$ cat src/rtl/video_input_defs.vh
// Constants for the video input and host command port
// Function
// - Address-select strap is caught once at start-up and picks one of two 7-bit address pairs.
// - Strap low: answer as bus slave at 0x34 and 0x35.
// - Strap high: answer as bus slave at 0x3A and 0x3B.
// - Strap value also alters the reported USB serial number.
// - After initialisation the strap pin becomes a general-purpose I/O.
// - Commands arrive over the slave bus or USB.
// - Host bus is open-drain; host drives clock, controller is slave.
// - Second bus is a master toward on-board peripherals.
// - Refresh at incoming frame rate; repeat last active frame when none arrives.
// - Video mode accepts up to 30 bits per pixel.
// - Pattern mode keeps upper 8 bits per colour, a 24-bit word.
// - Parallel input carries 10 bits per colour on three lane groups.
// - Parallel inputs are timed by the source pixel clock.
// - Serial port configurable for 24, 27 or 30 bits.
// - Serial port has one clock lane and five data lanes A to E.
// - Lane groups A, B, C can be swapped onto any colour.
`ifndef VIDEO_INPUT_DEFS_VH
`define VIDEO_INPUT_DEFS_VH
`define CLK_PERIOD_NS   8
`define ADDR_LOW_PAIR0  7'h34
`define ADDR_LOW_PAIR1  7'h35
`define ADDR_HIGH_PAIR0 7'h3A
`define ADDR_HIGH_PAIR1 7'h3B
`define CHAN_W          10
`define PIXEL_W         30
`define PATTERN_KEEP    8
`define LANE_A          2'h0
`define LANE_B          2'h1
`define LANE_C          2'h2
`define SER_BITS        7
`define SER_LANES       5
`define SER_MODE_24     2'h0
`define SER_MODE_27     2'h1
`define SER_MODE_30     2'h2
`define SER_W24         24
`define SER_W27         27
`define STRAP_SETTLE    2'h3
`define PERIPH_BIT_NS   10000
`define I2C_IDLE        3'h0
`define I2C_ADDR        3'h1
`define I2C_ACK_A       3'h2
`define I2C_WR          3'h3
`define I2C_ACK_W       3'h4
`define I2C_RD          3'h5
`define I2C_ACK_R       3'h6
`define PM_IDLE         2'h0
`define PM_START        2'h1
`define PM_BITS         2'h2
`define PM_STOP         2'h3
`define PM_ACK_BIT      4'h8
`endif

$ cat src/rtl/host_cmd_slave.v
// Byte-level slave on the host command bus
`timescale 1ns/1ns
`include "video_input_defs.vh"
module host_cmd_slave (
  input  wire       i_clock,
  input  wire       i_rst_n,
  input  wire       i_scl,
  input  wire       i_sda,
  input  wire       i_strap,
  input  wire [7:0] i_reply_byte,
  output reg        o_sda_oe,
  output reg  [7:0] o_byte,
  output reg        o_byte_valid,
  output reg        o_sub_addr,
  output reg        o_read_req
);
  reg  [2:0] state_q;
  reg  [3:0] cnt_q;
  reg  [7:0] sh_q;
  reg  [7:0] tx_q;
  reg        scl_q;
  reg        sda_q;
  reg        ack_ok_q;
  wire       rise  = i_scl & ~scl_q;
  wire       fall  = ~i_scl & scl_q;
  wire       start = scl_q & i_scl & sda_q & ~i_sda;
  wire       stop  = scl_q & i_scl & ~sda_q & i_sda;
  wire [6:0] base0 = i_strap ? `ADDR_HIGH_PAIR0 : `ADDR_LOW_PAIR0;
  wire [6:0] base1 = i_strap ? `ADDR_HIGH_PAIR1 : `ADDR_LOW_PAIR1;
  wire       hit   = (sh_q[7:1] == base0) | (sh_q[7:1] == base1);

  always @(posedge i_clock or negedge i_rst_n) begin
    if (!i_rst_n) begin
      state_q <= `I2C_IDLE;
      cnt_q <= 4'h0;
      sh_q <= 8'h00;
      tx_q <= 8'h00;
      scl_q <= 1'b1;
      sda_q <= 1'b1;
      ack_ok_q <= 1'b0;
      o_sda_oe <= 1'b0;
      o_byte <= 8'h00;
      o_byte_valid <= 1'b0;
      o_sub_addr <= 1'b0;
      o_read_req <= 1'b0;
    end else begin
      scl_q <= i_scl;
      sda_q <= i_sda;
      o_byte_valid <= 1'b0;
      o_read_req <= 1'b0;
      if (start) begin
        state_q <= `I2C_ADDR;
        cnt_q <= 4'h0;
        o_sda_oe <= 1'b0;
      end else if (stop) begin
        state_q <= `I2C_IDLE;
        o_sda_oe <= 1'b0;
      end else begin
        case (state_q)
          `I2C_ADDR, `I2C_WR: begin
            if (rise) begin
              sh_q <= {sh_q[6:0], i_sda};
              cnt_q <= cnt_q + 4'h1;
            end else if (fall && cnt_q == 4'h8) begin
              cnt_q <= 4'h0;
              if (state_q == `I2C_WR) begin
                o_sda_oe <= 1'b1;
                o_byte <= sh_q;
                o_byte_valid <= 1'b1;
                state_q <= `I2C_ACK_W;
              end else if (hit) begin
                o_sda_oe <= 1'b1;
                o_sub_addr <= sh_q[1];
                state_q <= `I2C_ACK_A;
              end else begin
                state_q <= `I2C_IDLE;
              end
            end
          end
          `I2C_ACK_A: begin
            if (fall) begin
              cnt_q <= 4'h0;
              if (sh_q[0]) begin
                tx_q <= i_reply_byte;
                o_sda_oe <= ~i_reply_byte[7];
                o_read_req <= 1'b1;
                state_q <= `I2C_RD;
              end else begin
                o_sda_oe <= 1'b0;
                state_q <= `I2C_WR;
              end
            end
          end
          `I2C_ACK_W: begin
            if (fall) begin
              o_sda_oe <= 1'b0;
              state_q <= `I2C_WR;
            end
          end
          `I2C_RD: begin
            if (rise) begin
              cnt_q <= cnt_q + 4'h1;
            end else if (fall) begin
              if (cnt_q == 4'h8) begin
                o_sda_oe <= 1'b0;
                state_q <= `I2C_ACK_R;
              end else begin
                tx_q <= {tx_q[6:0], 1'b0};
                o_sda_oe <= ~tx_q[6];
              end
            end
          end
          `I2C_ACK_R: begin
            if (rise) begin
              ack_ok_q <= ~i_sda;
            end else if (fall) begin
              cnt_q <= 4'h0;
              if (ack_ok_q) begin
                tx_q <= i_reply_byte;
                o_sda_oe <= ~i_reply_byte[7];
                o_read_req <= 1'b1;
                state_q <= `I2C_RD;
              end else begin
                state_q <= `I2C_IDLE;
              end
            end
          end
          default: begin
            o_sda_oe <= 1'b0;
          end
        endcase
      end
    end
  end
endmodule // host_cmd_slave

$ cat src/rtl/video_input_host_port.v
// Video input path, host command path and peripheral bus master
`timescale 1ns/1ns
`include "video_input_defs.vh"
module video_input_host_port #(
  parameter IDX_W = 4
) (
  input  wire        i_clock,
  input  wire        i_rst_n,
  input  wire        i_power_good_in,
  input  wire        i_power_on_sense_in,
  input  wire        i_init_done,
  input  wire        i_addr_sel_in,
  input  wire        i_gpio_out,
  input  wire        i_gpio_oe,
  input  wire        i_host_bus_clock_line,
  input  wire        i_host_bus_data_line,
  input  wire [7:0]  i_reply_byte,
  input  wire [7:0]  i_usb_cmd_byte,
  input  wire        i_usb_cmd_valid,
  input  wire        i_peripheral_bus_clock_line,
  input  wire        i_peripheral_bus_data_line,
  input  wire        i_periph_start,
  input  wire [7:0]  i_periph_byte,
  input  wire        i_source_pixel_clock,
  input  wire        i_frame_sync_in,
  input  wire        i_line_sync_in,
  input  wire        i_pixel_valid_in,
  input  wire [29:0] i_color_lane_groups,
  input  wire        i_pattern_mode,
  input  wire [5:0]  i_lane_map,
  input  wire        i_lvds_clock_lane,
  input  wire        i_lvds_lane_a,
  input  wire        i_lvds_lane_b,
  input  wire        i_lvds_lane_c,
  input  wire        i_lvds_lane_d,
  input  wire        i_lvds_lane_e,
  input  wire [1:0]  i_lvds_mode,
  output wire        o_ready,
  output reg         o_strap,
  output wire        o_usb_serial_variant,
  output wire        o_gpio_in,
  output wire        o_addr_sel_out,
  output wire        o_addr_sel_oe,
  output wire        o_host_bus_data_line_out,
  output wire        o_host_bus_data_line_oe,
  output wire        o_host_bus_clock_line_out,
  output wire        o_host_bus_clock_line_oe,
  output reg  [7:0]  o_cmd_byte,
  output reg         o_cmd_valid,
  output reg         o_cmd_from_usb,
  output wire        o_cmd_sub_addr,
  output wire        o_reply_req,
  output wire        o_peripheral_bus_clock_line_out,
  output reg         o_peripheral_bus_clock_line_oe,
  output wire        o_peripheral_bus_data_line_out,
  output reg         o_peripheral_bus_data_line_oe,
  output wire        o_periph_busy,
  output reg         o_periph_nack,
  output reg  [29:0] o_pixel,
  output reg         o_pixel_valid,
  output reg         o_frame_start,
  output reg         o_frame_repeat,
  output reg  [15:0] o_frame_lines,
  output reg  [29:0] o_lvds_word,
  output reg         o_lvds_valid
);
  localparam DEPTH = 1 << IDX_W;
  localparam QTR_CNT = `PERIPH_BIT_NS / (4 * `CLK_PERIOD_NS);
  localparam SW = 46;
  // Every pin from outside passes two flops before use
  wire [SW-1:0] pins = {i_power_good_in, i_power_on_sense_in, i_addr_sel_in,
                        i_host_bus_clock_line, i_host_bus_data_line,
                        i_peripheral_bus_data_line, i_source_pixel_clock,
                        i_frame_sync_in, i_line_sync_in, i_pixel_valid_in,
                        i_color_lane_groups, i_lvds_clock_lane, i_lvds_lane_e,
                        i_lvds_lane_d, i_lvds_lane_c, i_lvds_lane_b, i_lvds_lane_a};
  reg  [SW-1:0] meta_q;
  reg  [SW-1:0] sync_q;
  always @(posedge i_clock or negedge i_rst_n) begin
    if (!i_rst_n) begin
      meta_q <= {SW{1'b0}};
      sync_q <= {SW{1'b0}};
    end else begin
      meta_q <= pins;
      sync_q <= meta_q;
    end
  end
  wire        run      = sync_q[45] & sync_q[44];
  wire        strap_s  = sync_q[43];
  wire        hscl_s   = sync_q[42] | ~run;
  wire        hsda_s   = sync_q[41] | ~run;
  wire        psda_s   = sync_q[40];
  wire        pclk_s   = sync_q[39];
  wire        fsync_s  = sync_q[38];
  wire        lsync_s  = sync_q[37];
  wire        pvalid_s = sync_q[36];
  wire [29:0] lanes_s  = sync_q[35:6];
  wire        lclk_s   = sync_q[5];
  wire [4:0]  ser_s    = sync_q[4:0];
  assign o_ready = run;

  // Strap caught once the pin pipeline has filled after reset
  reg [1:0] settle_q;
  always @(posedge i_clock or negedge i_rst_n) begin
    if (!i_rst_n) begin
      settle_q <= 2'h0;
      o_strap <= 1'b0;
    end else if (settle_q != `STRAP_SETTLE) begin
      settle_q <= settle_q + 2'h1;
      o_strap <= strap_s;
    end
  end
  assign o_usb_serial_variant = o_strap;
  assign o_gpio_in      = i_init_done & strap_s;
  assign o_addr_sel_out = 1'b0;
  assign o_addr_sel_oe  = i_init_done & i_gpio_oe & ~i_gpio_out;

  // Host command slave plus USB commands on one port
  wire [7:0] slv_byte;
  wire       slv_valid;
  wire       slv_oe;
  host_cmd_slave u_slave (
    .i_clock      (i_clock),
    .i_rst_n      (i_rst_n),
    .i_scl        (hscl_s),
    .i_sda        (hsda_s),
    .i_strap      (o_strap),
    .i_reply_byte (i_reply_byte),
    .o_sda_oe     (slv_oe),
    .o_byte       (slv_byte),
    .o_byte_valid (slv_valid),
    .o_sub_addr   (o_cmd_sub_addr),
    .o_read_req   (o_reply_req)
  );
  assign o_host_bus_data_line_out  = 1'b0;
  assign o_host_bus_data_line_oe   = slv_oe & run;
  assign o_host_bus_clock_line_out = 1'b0;
  assign o_host_bus_clock_line_oe  = 1'b0;
  // Bus byte wins; a USB byte in the same cycle is dropped, USB side retries
  always @(posedge i_clock or negedge i_rst_n) begin
    if (!i_rst_n) begin
      o_cmd_byte <= 8'h00;
      o_cmd_valid <= 1'b0;
      o_cmd_from_usb <= 1'b0;
    end else begin
      o_cmd_valid <= run & (slv_valid | i_usb_cmd_valid);
      if (slv_valid) begin
        o_cmd_byte <= slv_byte;
        o_cmd_from_usb <= 1'b0;
      end else if (i_usb_cmd_valid) begin
        o_cmd_byte <= i_usb_cmd_byte;
        o_cmd_from_usb <= 1'b1;
      end
    end
  end

  // Peripheral bus master, one byte per start/stop, no clock stretching
  reg [1:0]  pm_q;
  reg [1:0]  ph_q;
  reg [3:0]  bit_q;
  reg [7:0]  pbyte_q;
  reg [11:0] div_q;
  wire       tick = (div_q == QTR_CNT - 1);
  assign o_periph_busy = (pm_q != `PM_IDLE);
  assign o_peripheral_bus_clock_line_out = 1'b0;
  assign o_peripheral_bus_data_line_out  = 1'b0;
  always @(posedge i_clock or negedge i_rst_n) begin
    if (!i_rst_n) begin
      pm_q <= `PM_IDLE;
      ph_q <= 2'h0;
      bit_q <= 4'h0;
      pbyte_q <= 8'h00;
      div_q <= 12'h000;
      o_periph_nack <= 1'b0;
      o_peripheral_bus_clock_line_oe <= 1'b0;
      o_peripheral_bus_data_line_oe <= 1'b0;
    end else begin
      div_q <= (tick || pm_q == `PM_IDLE) ? 12'h000 : div_q + 12'h001;
      case (pm_q)
        `PM_IDLE: begin
          if (i_periph_start && run) begin
            pbyte_q <= i_periph_byte;
            o_peripheral_bus_data_line_oe <= 1'b1;
            ph_q <= 2'h0;
            bit_q <= 4'h0;
            pm_q <= `PM_START;
          end
        end
        `PM_START: begin
          if (tick) begin
            pm_q <= `PM_BITS;
          end
        end
        `PM_BITS: begin
          if (tick) begin
            ph_q <= ph_q + 2'h1;
            case (ph_q)
              2'h0: o_peripheral_bus_clock_line_oe <= 1'b1;
              2'h1: o_peripheral_bus_data_line_oe <=
                      (bit_q != `PM_ACK_BIT) & ~pbyte_q[7 - bit_q[2:0]];
              2'h2: o_peripheral_bus_clock_line_oe <= 1'b0;
              default: begin
                if (bit_q == `PM_ACK_BIT) begin
                  o_periph_nack <= psda_s;
                  pm_q <= `PM_STOP;
                end
                bit_q <= bit_q + 4'h1;
              end
            endcase
          end
        end
        `PM_STOP: begin
          if (tick) begin
            ph_q <= ph_q + 2'h1;
            case (ph_q)
              2'h0: begin
                o_peripheral_bus_clock_line_oe <= 1'b1;
                o_peripheral_bus_data_line_oe <= 1'b1;
              end
              2'h1: o_peripheral_bus_clock_line_oe <= 1'b0;
              2'h2: o_peripheral_bus_data_line_oe <= 1'b0;
              default: pm_q <= `PM_IDLE;
            endcase
          end
        end
        default: pm_q <= `PM_IDLE;
      endcase
    end
  end

  // Pixel path on edges of the sampled pixel clock
  reg  pclk_q;
  wire px_edge = pclk_s & ~pclk_q & run;
  reg  fsync_q;
  reg  lsync_q;
  function [9:0] pick_group;
    input [1:0]  sel;
    input [29:0] lanes;
    begin
      case (sel)
        `LANE_A: pick_group = lanes[9:0];
        `LANE_B: pick_group = lanes[19:10];
        default: pick_group = lanes[29:20];
      endcase
    end
  endfunction
  wire [9:0]  red = pick_group(i_lane_map[5:4], lanes_s);
  wire [9:0]  grn = pick_group(i_lane_map[3:2], lanes_s);
  wire [9:0]  blu = pick_group(i_lane_map[1:0], lanes_s);
  wire [9:0]  pmask = {{`PATTERN_KEEP{1'b1}}, {(`CHAN_W - `PATTERN_KEEP){~i_pattern_mode}}};
  wire [29:0] pix_in = {red & pmask, grn & pmask, blu & pmask};

  // Two banks: one filling, the other replayed every frame
  reg [29:0]      store_q [0:2*DEPTH-1];
  reg             wbank_q;
  reg             rbank_q;
  reg [IDX_W:0]   widx_q;
  reg             got_q;
  reg [IDX_W:0]   ridx_q;
  reg             ract_q;
  reg [15:0]      lines_q;
  wire fs_edge = px_edge & fsync_s & ~fsync_q;
  wire wr_en   = px_edge & pvalid_s & ~widx_q[IDX_W];
  genvar g;
  generate
    for (g = 0; g < 2 * DEPTH; g = g + 1) begin : g_store
      always @(posedge i_clock) begin
        if (wr_en && {wbank_q, widx_q[IDX_W-1:0]} == g) begin
          store_q[g] <= pix_in;
        end
      end
    end
  endgenerate
  always @(posedge i_clock or negedge i_rst_n) begin
    if (!i_rst_n) begin
      pclk_q <= 1'b0;
      fsync_q <= 1'b0;
      lsync_q <= 1'b0;
      wbank_q <= 1'b0;
      rbank_q <= 1'b1;
      widx_q <= {(IDX_W+1){1'b0}};
      got_q <= 1'b0;
      ridx_q <= {(IDX_W+1){1'b0}};
      ract_q <= 1'b0;
      lines_q <= 16'h0000;
      o_frame_lines <= 16'h0000;
      o_frame_start <= 1'b0;
      o_frame_repeat <= 1'b0;
      o_pixel <= 30'h00000000;
      o_pixel_valid <= 1'b0;
    end else begin
      pclk_q <= pclk_s;
      o_frame_start <= 1'b0;
      o_pixel_valid <= 1'b0;
      if (px_edge) begin
        fsync_q <= fsync_s;
        lsync_q <= lsync_s;
        if (lsync_s && !lsync_q) begin
          lines_q <= lines_q + 16'h0001;
        end
      end
      if (wr_en) begin
        widx_q <= widx_q + 1'b1;
        got_q <= 1'b1;
      end
      if (fs_edge) begin
        widx_q <= {(IDX_W+1){1'b0}};
        got_q <= 1'b0;
        lines_q <= 16'h0000;
        o_frame_lines <= lines_q;
        o_frame_start <= 1'b1;
        o_frame_repeat <= ~got_q;
        ridx_q <= {(IDX_W+1){1'b0}};
        ract_q <= 1'b1;
        if (got_q) begin
          rbank_q <= wbank_q;
          wbank_q <= ~wbank_q;
        end
      end else if (ract_q) begin
        o_pixel <= store_q[{rbank_q, ridx_q[IDX_W-1:0]}];
        o_pixel_valid <= 1'b1;
        ridx_q <= ridx_q + 1'b1;
        ract_q <= (ridx_q != DEPTH - 1);
      end
    end
  end

  // Serial port: one bit per lane per clock-lane period, a word every seven periods
  reg [6:0] ser_sh_q [0:`SER_LANES-1];
  reg [2:0] scnt_q;
  reg       lclk_q;
  wire      l_edge = lclk_s & ~lclk_q & run;
  generate
    for (g = 0; g < `SER_LANES; g = g + 1) begin : g_lane
      always @(posedge i_clock or negedge i_rst_n) begin
        if (!i_rst_n) begin
          ser_sh_q[g] <= 7'h00;
        end else if (l_edge) begin
          ser_sh_q[g] <= {ser_sh_q[g][5:0], ser_s[g]};
        end
      end
    end
  endgenerate
  wire [34:0] ser_all = {ser_sh_q[4], ser_sh_q[3], ser_sh_q[2], ser_sh_q[1], ser_sh_q[0]};
  always @(posedge i_clock or negedge i_rst_n) begin
    if (!i_rst_n) begin
      lclk_q <= 1'b0;
      scnt_q <= 3'h0;
      o_lvds_word <= 30'h00000000;
      o_lvds_valid <= 1'b0;
    end else begin
      lclk_q <= lclk_s;
      o_lvds_valid <= 1'b0;
      if (l_edge) begin
        scnt_q <= (scnt_q == `SER_BITS - 1) ? 3'h0 : scnt_q + 3'h1;
      end
      if (l_edge && scnt_q == 3'h0 && lclk_q == 1'b0) begin
        o_lvds_valid <= 1'b1;
        case (i_lvds_mode)
          `SER_MODE_24: o_lvds_word <= {6'h00, ser_all[`SER_W24-1:0]};
          `SER_MODE_27: o_lvds_word <= {3'h0, ser_all[`SER_W27-1:0]};
          default:      o_lvds_word <= ser_all[29:0];
        endcase
      end
    end
  end
endmodule // video_input_host_port

$ cat config.mk
export PLATFORM = sky130hd
export DESIGN_NAME = video_input_host_port
export DESIGN_NICKNAME = d
export VERILOG_FILES = /design/src/rtl/host_cmd_slave.v /design/src/rtl/video_input_host_port.v
export VERILOG_INCLUDE_DIRS = /design/src /design/src/rtl
export SDC_FILE = /design/constraint.sdc
export NUM_CORES = 2
export LEC_CHECK = 0
export BUFFER_PORTS_ARGS = -buffer_cell sky130_fd_sc_hd__buf_2
export CAP_MARGIN = 20
export CORE_MARGIN = 3
export CORE_UTILIZATION = 60
export DETAILED_ROUTE_END_ITERATION = 7
export GPL_ROUTABILITY_DRIVEN = 0
export PLACE_DENSITY = 0.79
export SYNTH_ARGS = -nofsm -noshare
export SYNTH_HDL_FRONTEND = slang
export SYNTH_SLANG_ARGS = --single-unit
$ cat constraint.sdc
create_clock -name i_clock -period 9.3 [get_ports i_clock]
set_input_delay 1.86 -clock i_clock [delete_from_list [all_inputs] [get_ports i_clock]]
set_output_delay 1.86 -clock i_clock [all_outputs]
set_load 0.02 [all_outputs]
==> results.md <==
* Async S/R FF share, synth at 0.2500
* Combinational family with the most area after synthesis: multiplexers
* Synth Cell Area at 49300 um2
* CP Launch Type: input pin
* HP Class: flop to flop
* Clock latency on the worst-skew pair at 0.70 ns
* Die X at 292.6 um
* Endpoints failing setup at 0
* Worst path cell trace: buf_2 -> and2_1 -> buf_2
* Die Span Y at 292.6 um
* Synth Area in Compound Gates at 0.03556
* Measured slew at the worst slew-check pin at 1.166 ns
* Critical path fanouts, max at 2
* H-tree lvl count at 3
* Tcrit/Tclk final at 0.4435
* Die area at 85640 um2
* Nets at 2989
* First-pass GRT wire length at 181400 um
* Worst setup EP type: output port
* Clock slew at reported path FFs at 0.07 ns
* Total Routing Usage GR at 0.2889
* Simple-Gate Fraction of Synth Area at 0.04135
* Top cells by area, synth: edfxtp_1, dfrtp_1, mux4_2, mux2i_1, mux2_2
* Power Total at 14.84 mW
* Mean Syn Cell Area at 18.76 um2
* Drt first pass iters at 8
* Top-count cell post-synth: edfxtp_1
* RSZ-0062 raised after global routing: no
* Synth cell count leaders: edfxtp_1, dfrtp_1, mux4_2, nand2_1, nor2_1
* Number of vias per cell at 6.717
* Vias in the first global route at 28350
* Routed wire length at 122800 um
* DRC at 0
* Area delta synth->final at 13.85%
* Max-slew violation count at 0
* Final Hold Vio Count at 0
* N_diodes at 0
* Worst path most repeated cell: buf_2
* Sequential-to-total area share from yosys stat at 0.7473
* Outcome: complete, no violations
* CTS Root Cell: clkbuf_16
* Setup Total Neg Slack at 0 ns
* DRT iter0 DRCs at 3740
* Cts bufs inserted at 118
* Maxcap violations at 0
* CTS tree: done
* Max VDD drop at 0.2897 mV
* Syn Inst Count at 2628
* Slew Limit Headroom at 0.2224
* Max frequency at 242.4 MHz
* Static leakage at 20.44 nW
* Clock Path Buffers at 3
* Primary FF master, synth: edfxtp_1
* DP HPWL at 62910 um
* Critical path's largest stage delay at 0.15 ns
* Non-filler instance count after layout at 4046
* Initial antenna violation count at 1
* DR WL/cell at 30.35 um
* Core Region at 80940 um2
* Yosys top cell area share at 0.5848
* Post-synthesis cell type count at 73
* Placed Instances at 3804
* Ports at 195
* Port Buf Inserts at 187
* Layout Skew at 0.05344 ns
* GRT overflow at 0
* EDFF count, synth at 960
* Warnings, synthesis at 0
* Final worst path period need at 4.125 ns
* Worst Path Buf+Inv at 2
* Worst path top cell family by delay: buffers and inverters
* Clk sink count at 1280
* FF+latch area at 36850 um2
* Largest net degree at the start of global routing at 169
* Postcts setup bufs at 0
* Post-synthesis mux area share at 0.1496
* Xor and xnor fraction of the mapped netlist area at 0.005685
* Synth area leader: edfxtp_1
* Yosys reg bits at 1280
* Area of the multi-input gates at 12090 um2
* Resized Gates After CTS at 0
* Rows at 104
* CP required at 7.44 ns
* Crit path DAT at 2.26 ns
* Post-synthesis adder-cell area fraction at 0.005330
* CP max stage cell: and2_1
* Fill cells at 4761
* Post-route ant nets at 0
* Layout cells sized above 1 at 0.2857
* # hold bufs at CTS at 0
* Via count at 27180
* WS Path Type: input pin to output port
* Initial Util at 0.6091
* P per Cell Area at 264.4 nW/um2
==> logic make-up (layout without fill, tap and decap cells) <==
| kind of cell | after synthesis | count (layout) |
|---|---|---|
| adder cells (fa/ha/maj) | 21 | 21 |
| multiplexers | 425 | 425 |
| XOR/XNOR | 32 | 32 |
| AO/OA/AOI/OAI | 255 | 255 |
| AND/OR/NAND/NOR | 448 | 448 |
| buffers and inverters | 166 | 519 |
| flip-flops | 1280 | 1280 |
| other | 1 | 6 |
==> state kept, by name, summed over array words and instances (netlist names), 8 cells and up <==
| signal | cells |
|---|---|
| o_lvds_word | 30 |
| u_slave.sh_q | 8 |
| o_cmd_byte | 8 |
| div_q | 12 |
| ser_all | 30 |
| meta_q | 46 |
| store_q | 960 |
| o_pixel | 30 |
| u_slave.o_byte | 8 |
| sync_q | 46 |
| lines_q | 16 |
| o_frame_lines | 16 |
| pbyte_q | 8 |
==> placed cells by master (no fill, tap or decap), drive strengths merged, types with 18 or more instances in the layout <==
cell type	n
nand2	179
nor3	41
nand3	18
a21oi	57
a22oi	61
ha	21
xor2	21
dfrtp	317
o21ai	64
mux2	74
clkbuf	158
buf	269
mux4	242
edfxtp	960
a2111o	30
mux2i	109
nor2	134
inv	32
clkinv	49
==> layer usage <==
layer / vias to the layer above / track usage / share of wire
met3: 401 / 0.06551 / 0.11
li1: 10860 / - / -
met5: - / 0 / 0.00011
met2: 1939 / 0.4760 / 0.50
met1: 13970 / 0.3800 / 0.35
met4: 2 / 0.1169 / 0.048
==> final cells by class <==
type                            count  area share
Sequential cell                  1280      0.6566
Inverter                           24    0.001627
Timing Repair Buffer              270     0.03297
Clock inverter                     68     0.01059
Clock buffer                      157     0.05912
Tap cell                         1060     0.02363
Multi-Input combinational cell   1187      0.2154
==> path summary, 6_finish.rpt <==
check / start / endpoint / slack (ns) / cells after the start
min in group asynchronous: i_rst_n / ser_all[5] / 1.21 / 1
max: i_init_done / o_gpio_in / 5.18 / 3
min reg2reg: meta_q[24] / sync_q[24] / 0.35 / 0
min: meta_q[24] / sync_q[24] / 0.35 / 0
max in group asynchronous: i_rst_n / ridx_q[2] / 6.57 / 2
max reg2reg: sync_q[44] / store_q[24][15] / 5.23 / 5
==> through the flow <==
step | hold WS [ns] | util | cell area [um2] | setup slack [ns]
finish | 0.3491 | 0.6934 | 56120 | 5.175
global route | 0.3544 | 0.6934 | 56120 | 4.995
CTS | 0.3503 | 0.6894 | 55800 | 5.171
detailed placement | 0.3347 | 0.6411 | 51890 | 5.170
global placement | 0.3316 | 0.6400 | 51800 | 5.178
floorplan | 0.3312 | - | 49320 | 5.098
==> power breakdown <==
part | total, mW | switching, mW | leakage [nW] | internal, mW
Clock | 4.86 | 2.12 | 1.94 | 2.74
Sequential | 6.73 | 0.321 | 12.7 | 6.41
Combinational | 3.25 | 1.78 | 5.80 | 1.47
Total | 14.8 | 4.21 | 20.4 | 10.6
Power figures use the tool's default switching activity.
